`src/core/ccfr_defs.vh`:
```
// Register offsets, field positions, reset values and scale constants
`ifndef CCFR_DEFS_VH
`define CCFR_DEFS_VH
`define CCFR_ADDR_W 8
`define CCFR_OFS_MASK 8'h0A
`define CCFR_OFS_VREG 8'h12
`define CCFR_OFS_FAST_CHARGE_CURRENT_CODE 8'h13
`define CCFR_OFS_PCHG 8'h14
`define CCFR_OFS_TERM 8'h15
`define CCFR_RST_MASK 8'h00
`define CCFR_RST_VREG 8'h3C
`define CCFR_RST_FAST_CHARGE_CURRENT_CODE 8'h08
`define CCFR_RST_PCHG 8'h02
`define CCFR_RST_TERM 8'h14
`define CCFR_BIT_WD 6
`define CCFR_BIT_SAFETY 5
`define CCFR_BIT_LDO_OCP 4
`define CCFR_BIT_IMAX 3
`define CCFR_BIT_WAKE1 2
`define CCFR_BIT_WAKE2 1
`define CCFR_BIT_RSTWARN 0
`define CCFR_BIT_RANGE 7
`define CCFR_BIT_TERM_DIS 0
`define CCFR_VREG_MSB 6
`define CCFR_PCHG_MSB 4
`define CCFR_TERM_MSB 5
`define CCFR_TERM_LSB 1
// Base 3600 mV, 10 mV per code; 4600 mV ceiling is code 100
`define CCFR_VREG_BASE_MV 13'h0E10
`define CCFR_VREG_STEP_MV 13'h000A
`define CCFR_VREG_MAX_CODE 7'h64
// Currents in units of 0.25 mA: 1.25 mA = 5, 2.5 mA = 10
`define CCFR_STEP_LO_QMA 4'h5
`define CCFR_STEP_HI_QMA 4'hA
`define CCFR_PCT_DIV 24'h000064
`endif

```
`src/core/ccfr_regs.v`:
```
// Charger configuration and fault interrupt mask register bank
//
// Overview of operation
// - Mask bit 6 set blocks the watchdog fault interrupt.
// - Mask bit 5 set blocks the safety timer fault interrupt.
// - Mask bit 4 set blocks the regulator over-current interrupt.
// - Mask bit 3 set blocks the maximum-current fault interrupt.
// - Mask bit 2 set blocks the first button wake timer interrupt.
// - Mask bit 1 set blocks the second button wake timer interrupt.
// - Mask bit 0 set blocks the button reset-warning interrupt.
// - Regulation voltage is 3600 mV plus code times 10 mV.
// - Codes above 4.6 V are saturated to the 4.6 V code.
// - Fast charge current is code times 1.25 mA or 2.5 mA.
// - Range bit picks 1.25 mA or 2.5 mA step size.
// - Pre-charge current is 5-bit code times selected step.
// - Termination current is code percent of fast charge current.
// - Termination disable bit set turns charge termination off.
//
// Local design decision: the address-and-strobe port.
`timescale 1ns/10ps
`default_nettype none
`include "ccfr_defs.vh"
module ccfr_regs (
  // Clock and reset
  input wire i_clk_sys,
  input wire i_rst,
  // Register port
  input wire [7:0] i_addr,
  input wire [7:0] i_wdata,
  input wire i_wr,
  input wire i_rd,
  output reg [7:0] o_rdata,
  // Raw fault events
  input wire [6:0] i_fault_evt,
  // Masked fault events
  output reg [6:0] o_fault_irq,
  // Charger settings
  output reg [12:0] o_regulation_voltage_mv,
  output reg [11:0] o_programmed_charge_current_qma,
  output reg [8:0] o_precharge_current_qma,
  output reg [11:0] o_term_current_qma,
  output reg o_term_enable
);
  reg [7:0] mask_q;
  reg [7:0] vreg_q;
  reg [7:0] fast_charge_current_code_q;
  reg [7:0] pchg_q;
  reg [7:0] term_q;
  reg [7:0] wvreg_d;
  reg [7:0] rdata_d;
  wire [3:0] step_w;
  wire [11:0] fast_charge_current_code_w;
  wire [4:0] term_pct_w;
  wire [23:0] term_prod_w;

  // Selected step in quarter milliamps
  function [3:0] step_of;
    input range_bit;
    begin
      step_of = range_bit ? `CCFR_STEP_HI_QMA : `CCFR_STEP_LO_QMA;
    end
  endfunction

  // Saturate voltage code at the ceiling
  always @* begin
    wvreg_d = i_wdata;
    if (i_wdata[`CCFR_VREG_MSB:0] > `CCFR_VREG_MAX_CODE) begin
      wvreg_d = {i_wdata[7], `CCFR_VREG_MAX_CODE};
    end
  end

  // Register writes; reserved bits stored as written
  always @(posedge i_clk_sys or posedge i_rst) begin
    if (i_rst) begin
      mask_q <= `CCFR_RST_MASK;
      vreg_q <= `CCFR_RST_VREG;
      fast_charge_current_code_q <= `CCFR_RST_FAST_CHARGE_CURRENT_CODE;
      pchg_q <= `CCFR_RST_PCHG;
      term_q <= `CCFR_RST_TERM;
    end else if (i_wr) begin
      case (i_addr)
        `CCFR_OFS_MASK: mask_q <= i_wdata;
        `CCFR_OFS_VREG: vreg_q <= wvreg_d;
        `CCFR_OFS_FAST_CHARGE_CURRENT_CODE: fast_charge_current_code_q <= i_wdata;
        `CCFR_OFS_PCHG: pchg_q <= i_wdata;
        `CCFR_OFS_TERM: term_q <= i_wdata;
        default: mask_q <= mask_q;
      endcase
    end
  end

  // Read mux, unmapped reads zero
  always @* begin
    rdata_d = 8'h00;
    if (i_rd) begin
      case (i_addr)
        `CCFR_OFS_MASK: rdata_d = mask_q;
        `CCFR_OFS_VREG: rdata_d = vreg_q;
        `CCFR_OFS_FAST_CHARGE_CURRENT_CODE: rdata_d = fast_charge_current_code_q;
        `CCFR_OFS_PCHG: rdata_d = pchg_q;
        `CCFR_OFS_TERM: rdata_d = term_q;
        default: rdata_d = 8'h00;
      endcase
    end
  end

  assign step_w = step_of(pchg_q[`CCFR_BIT_RANGE]);
  assign fast_charge_current_code_w = fast_charge_current_code_q * step_w;
  assign term_pct_w = term_q[`CCFR_TERM_MSB:`CCFR_TERM_LSB];
  assign term_prod_w = (fast_charge_current_code_w * term_pct_w) / `CCFR_PCT_DIV;

  // Registered outputs
  always @(posedge i_clk_sys or posedge i_rst) begin
    if (i_rst) begin
      o_rdata <= 8'h00;
      o_fault_irq <= 7'h00;
      o_regulation_voltage_mv <= 13'h0000;
      o_programmed_charge_current_qma <= 12'h000;
      o_precharge_current_qma <= 9'h000;
      o_term_current_qma <= 12'h000;
      o_term_enable <= 1'b0;
    end else begin
      o_rdata <= rdata_d;
      o_fault_irq[`CCFR_BIT_WD] <= i_fault_evt[`CCFR_BIT_WD] & ~mask_q[`CCFR_BIT_WD];
      o_fault_irq[`CCFR_BIT_SAFETY] <= i_fault_evt[`CCFR_BIT_SAFETY] & ~mask_q[`CCFR_BIT_SAFETY];
      o_fault_irq[`CCFR_BIT_LDO_OCP] <= i_fault_evt[`CCFR_BIT_LDO_OCP] & ~mask_q[`CCFR_BIT_LDO_OCP];
      o_fault_irq[`CCFR_BIT_IMAX] <= i_fault_evt[`CCFR_BIT_IMAX] & ~mask_q[`CCFR_BIT_IMAX];
      o_fault_irq[`CCFR_BIT_WAKE1] <= i_fault_evt[`CCFR_BIT_WAKE1] & ~mask_q[`CCFR_BIT_WAKE1];
      o_fault_irq[`CCFR_BIT_WAKE2] <= i_fault_evt[`CCFR_BIT_WAKE2] & ~mask_q[`CCFR_BIT_WAKE2];
      o_fault_irq[`CCFR_BIT_RSTWARN] <= i_fault_evt[`CCFR_BIT_RSTWARN] & ~mask_q[`CCFR_BIT_RSTWARN];
      o_regulation_voltage_mv <= `CCFR_VREG_BASE_MV
        + vreg_q[`CCFR_VREG_MSB:0] * `CCFR_VREG_STEP_MV;
      o_programmed_charge_current_qma <= fast_charge_current_code_w;
      o_precharge_current_qma <= pchg_q[`CCFR_PCHG_MSB:0] * step_w;
      o_term_current_qma <= term_prod_w[11:0];
      o_term_enable <= ~term_q[`CCFR_BIT_TERM_DIS];
    end
  end
endmodule // ccfr_regs
`default_nettype wire

```
`config.mk`:
```
export PLATFORM = sky130hd
export DESIGN_NAME = ccfr_regs
export DESIGN_NICKNAME = d
export VERILOG_FILES = /design/src/core/ccfr_regs.v
export VERILOG_INCLUDE_DIRS = /design/src /design/src/core
export SDC_FILE = /design/constraint.sdc
export NUM_CORES = 1
export LEC_CHECK = 0
export ABC_AREA = 1
export BUFFER_PORTS_ARGS = -buffer_cell sky130_fd_sc_hd__clkbuf_2
export CORE_MARGIN = 2
export CORE_UTILIZATION = 30
export DETAILED_ROUTE_END_ITERATION = 6
export GPL_TIMING_DRIVEN = 0
export PLACE_DENSITY = 0.52
export SETUP_SLACK_MARGIN = 0.1
export SYNTH_ARGS = -nofsm -noshare
export SYNTH_HDL_FRONTEND = slang
export SYNTH_SLANG_ARGS = --single-unit
```
`constraint.sdc`:
```
create_clock -name i_clk_sys -period 20.6 [get_ports i_clk_sys]
set_input_delay 6.18 -clock i_clk_sys [delete_from_list [all_inputs] [get_ports i_clk_sys]]
set_output_delay 6.18 -clock i_clk_sys [all_outputs]
set_load 0.1 [all_outputs]
```
Yosys cells after proc, flatten, opt, wreduce, memory -nomap -nowiden
Cells that the tools add are included.

word-level totals
  register bits = 102
  bits of input ports = 27
  output and inout port bits = 62
  word-level logic and storage cells = 48

cells by class
  $add $sub $neg = 1
  $mul = 4
  divide/modulo/power cells = 1
  magnitude comparators = 1
  equality and inequality tests = 5
  mux-type cells = 4
  bitwise operators = 15
  reductions and logical operators = 5

operators by type and width
  kind                                                 count
  one-hot mux 8 bit (5 select lines)                   1
  equality test 8 x 5 -> 1 bit, second input constant  4
  divider 17 x 7 -> 24 bit, second input constant      1
  multiplier 12 x 5 -> 17 bit                          1
  adder 12 x 11 -> 13 bit, first input constant        1
  multiplier 8 x 4 -> 12 bit                           1
  multiplier 7 x 3 -> 10 bit, second input constant    1
  AND reduction 2 bit                                  5
  multiplier 5 x 4 -> 9 bit                            1
  equality test 8 x 4 -> 1 bit, second input constant  1
  2-to-1 mux 8 bit                                     1
  NOT 1 bit                                            8
  AND 1 bit                                            7
  > comparator 7 bit, second input constant            1
  2-to-1 mux 7 bit                                     1
  2-to-1 mux 4 bit                                     1

Longest topological paths before layout
  depth after elaboration = 4
  depth in mapped cells = 89
  gate-level depth less buffers = 89

Least setup slack after synthesis
OpenSTA, ideal clock, no wires.

  path kind = register -> register
  from = register pchg_q[7]
  to = register o_term_current_qma[0]
  library setup time = 0.117 ns
  data arrival time = 9.481 ns
  required time = 20.483 ns
  slack = 11.003 ns
  stages on the path, launching flop included = 74
  path buffers = 0
  period minus slack after synthesis = 9.597 ns
  path through = dfrtp_1 o21ai_0 inv_1 ha_1 inv_1 fa_1 fa_1 o31ai_1 a21oi_1 o21ai_0 xor2_1 nor2_1 fa_1 fa_1 inv_1 fa_1 inv_1 ha_1 [... 38 more ...] nand2_4 nand4_2 nand2_4 nand2_4 nand2_2 nand2_2 nor2_4 nand2_4 nand2_4 nand2_1 nand2_2 inv_1 nand2_1 nand2_1 nand2_1 inv_1 nor2_1 nor2_1

between the ends
  cells in the longest elaborated chain, start to end = 4

ends and longest elaborated chain
  item                                     RTL line         source
  start: declaration                       ccfr_regs.v:47   reg [7:0] pchg_q;
  start signal: assignment                 ccfr_regs.v:78   pchg_q <= `CCFR_RST_PCHG;
  start signal: assignment                 ccfr_regs.v:85   `CCFR_OFS_PCHG: pchg_q <= i_wdata;
  2-to-1 mux 4 bit (no line)               n/a
  multiplier 8 x 4 -> 12 bit               ccfr_regs.v:108  assign fast_charge_current_code_w = fast_charge_current_code_q * step_w;
  named net fast_charge_current_code_w[1]  ccfr_regs.v:52   wire [11:0] fast_charge_current_code_w;
  multiplier 12 x 5 -> 17 bit              ccfr_regs.v:110  assign term_prod_w = (fast_charge_current_code_w * term_pct_w) / `CCFR_PCT_DIV;
  divider 17 x 7 -> 24 bit (no line)       n/a
  named net term_prod_w[0]                 ccfr_regs.v:54   wire [23:0] term_prod_w;
  end signal: assignment                   ccfr_regs.v:135  o_term_current_qma <= term_prod_w[11:0];
  end: declaration                         ccfr_regs.v:41   output reg [11:0] o_term_current_qma,

The timed path passes the listed nets, and every way through them passes these cells.
A chain may end at the register's enable or synchronous reset.

Final worst setup path
Same ends and word-level chain as after synthesis.

==> impl_metrics.yaml <==
outcome:
  outcome: "completed"
worst_setup_path:
  r2r.worst_path.cells: 71
  critPathLaunchType: "flip-flop"
  critical_path_slowest_stage_cell: "fa_1"
  timing.critical_path.arrival_ns: 11.23
  regToRegEndpoint: "o_term_current_qma[0]"
  critical-path-top-cell-by-count: "nand2_4"
  cp_max_fo: 6
  reg2reg_slack_ns: 9.62
  max_stage_delay_ns: 0.55
  endpoint_kind: "flip-flop"
  worst-endpoint-required_ns: 20.85
  critPathKind: "reg2reg"
  regToRegStartpoint: "pchg_q[7]"
floorplanning:
  number_of_top_level_pins: 89
  die-area_um2: 30400
  die_height_um: 174
  initial_utilization_pct: 30.5
  core_area_um2: 28600
  rows: 62
  floorplan.die.width_um: 174
logic_synthesis:
  synth-seq-cells: 100
  netlist_instances: 1148
  synth_edf_count: 0
  synth.top_cells.by_area: "dfrtp_1, nand2_1, ha_1"
  synth-seq-area-share_pct: 28.8
  synth_async_sr_flop_share_pct: 100
  synth-main-ff-cell: "dfrtp_1"
  synth_top_cell_area_share_pct: 26.4
  library_cell_with_the_largest_summed_area_after_synthesis: "dfrtp_1"
  synthesis.yosys.warnings: 0
  netlist_area_before_placement_um2: 8720
  synth_cell_type_count: 50
  syn_avg_cell_area_um2: 7.59
sta:
  max_slew_violation_total_from_the_final_report: 0
  fin_tns_setup_ns: 0
  max_slew.worst_pin.slew_ns: 1.19
  timing.final.setup_violations: 0
  fmax_mhz: 91.0
  relSlewSlack_pct: 20.1
  fin_worst_skew_ns: 0.0132
  rsz0062_at_grt: "false"
  layout_worst_path_cycle_share_pct: 53.3
  final.hold.worst_slack_ns: 0.452
  final_hold_viol_count: 0
  worst_slack_ns: 9.62
  layout_min_cycle_time_ns: 10.98
placement:
  placed_cell_area_um2: 9680
  place_congestion: 0.859
  quantity_of_i_o_buffers_inserted_on_ports: 86
  hpwlAfterDp_um: 16300
  dp_worst_setup_slack_ns: 9.53
pwr:
  power.share.switching_pct: 40.5
  power_switching_uw: 254
  total_power_uw: 627
  power.leakage_uw: 0.00565
  vdd_ir_drop_max_v: 0.0000363
  cellPowerDensity_nw_per_um2: 62.6
  comb_power_share_pct: 33.7
  clockPowerShare_pct: 31.7
  power_report.internal_total_uw: 373
  sequential_power_share_pct: 34.6
clocking:
  cts.root.buffer_cell: "clkbuf_16"
  clkSlewWorstSetupHoldPaths_ns: 0.07
  htree_num_levels: 3
  tritoncts_num_sinks: 100
  cts_made_buffers: 9
  post_cts.resized_instances: 0
  cts_hold_buf: 0
  cts_tree: "done"
  worst_skew_pair_latency_ns: 0.37
  cts_setup_buffers: 0
  cts-root-to-sink-buffers: 2
grt:
  largest_net_degree_at_the_start_of_global_routing: 70
  via_count_of_the_first_global_routing_pass: 7188
  global_route_wire_length_before_repair_um: 34700
  grt_util_all_layers_pct: 14.0
  grt_antenna_before_repair: 0
  grt_overflow: 0
finish:
  nets: 1387
  insertedDiodeCount: 0
  layout.cells.most_common: "nand2_1"
  fill_cells: 3042
  area_growth_syn_to_layout_pct: 15.0
  most-common-layout-cells: "nand2_1, inv_1, dfrtp_1"
  layout-drive-gt1-share_pct: 18.1
  post-route-cell-area_um2: 10000
worst_hold_path:
  whs_path_depth: 1
  hold_start: "term_q[0]"
  destination_of_the_worst_hold_path: "o_term_enable"
  hold_path_class: "reg2reg"
route:
  route.antenna.remaining_nets: 0
  drt_drc_violations_left: 0
  drtPass1Iterations: 5
  drt_wirelength_um: 20100
  dr.first_iter.drc_count: 364
  via_density_per_instance: 4.43
  avgRoutedWirePerCell_um: 12.3
  routed-via-count: 7269
run:
  maxCapViolCount: 0
## through the flow
stage	utilization, %	std cells
floorplan	-	1154
detailed placement	33.8	1625
global route	35.0	1641
global placement	33.7	1624
finish	35.0	1641
CTS	35.0	1641
## cells by family (layout without fill, tap and decap cells)
logic type	Yosys count	in the layout	synth area share [%]
adder cells (fa/ha/maj)	108	108	18.9
AND/OR/NAND/NOR	543	543	30.6
flip-flops	100	100	28.8
other	2	8	0.0861
XOR/XNOR	29	29	2.91
buffers and inverters	245	348	10.7
AO/OA/AOI/OAI	121	121	7.97
## critical path: cells and delay by family (launching register included)
kind,cells,cell delay (ns)
buffers and inverters,9,0.66
adders and majority gates,7,3.23
DFF,1,0.45
AOI/OAI and AO/OA,5,1.53
xor gates and xnor gates,1,0.40
and+or+nand+nor,49,4.63
## area by class of cell
| type | instances | area, um^2 | share of cell area [%] |
|---|---|---|---|
| Timing Repair Buffer | 87 | 458 | 4.57 |
| Multi-Input combinational cell | 809 | 5300 | 52.8 |
| Sequential cell | 100 | 2510 | 25.1 |
| Tap cell | 384 | 480 | 4.79 |
| Buffer | 15 | 63.8 | 0.636 |
| Inverter | 230 | 871 | 8.69 |
| Clock buffer | 10 | 239 | 2.38 |
| Clock inverter | 6 | 105 | 1.05 |
## routing by layer
layer	part of all wire (%)	GRT usage, %	vias to the layer above	wire [um]
met3	3.8	2.17	20	774
met1	50	19.2	3373	10100
met4	1.7	4.13	0	337
li1	-	-	3767	-
met5	0	0	-	0
met2	44	22.8	109	8890
## flip-flops by register name, indices dropped and copies added (netlist names)
| name | count |
|---|---|
| mask_q | 8 |
| o_rdata | 8 |
| fast_charge_current_code_q | 8 |
| o_regulation_voltage_mv | 12 |
| pchg_q | 8 |
| o_term_enable | 1 |
| o_fault_irq | 7 |
| o_term_current_qma | 11 |
| vreg_q | 8 |
| o_programmed_charge_current_qma | 12 |
| o_precharge_current_qma | 9 |
| term_q | 8 |
## synthesized netlist by cell type (all sizes together) (6+ instances only)
cell type	instances
nand2	342
inv	224
nor2	97
dfrtp	92
ha	68
nand3	64
o21ai	64
fa	40
a21oi	30
xor2	22
nand4	15
clkbuf	13
dfstp	8
nor3	8
xnor2	7
clkinv	6
## power by group through the flow
stage	Sequential, uW	Clock, uW	Combinational (uW)
5_1_grt	219	214	232
4_1_cts	217	205	214
3_5_place_dp	221	0	213
6_report	217	199	211
2_1_floorplan	290	0	104
3_3_place_gp	221	0	212
## worst max path at each step
stage               startpoint                     to  slack [ns]
floorplan            pchg_q[7]  o_term_current_qma[0]       11.00
global placement     pchg_q[7]  o_term_current_qma[0]        9.63
detailed placement   pchg_q[7]  o_term_current_qma[0]        9.53
CTS                  pchg_q[7]  o_term_current_qma[0]        9.49
global route         pchg_q[7]  o_term_current_qma[0]        8.44
finish               pchg_q[7]  o_term_current_qma[0]        9.62
No activity file was read; power rests on OpenSTA's default activity.
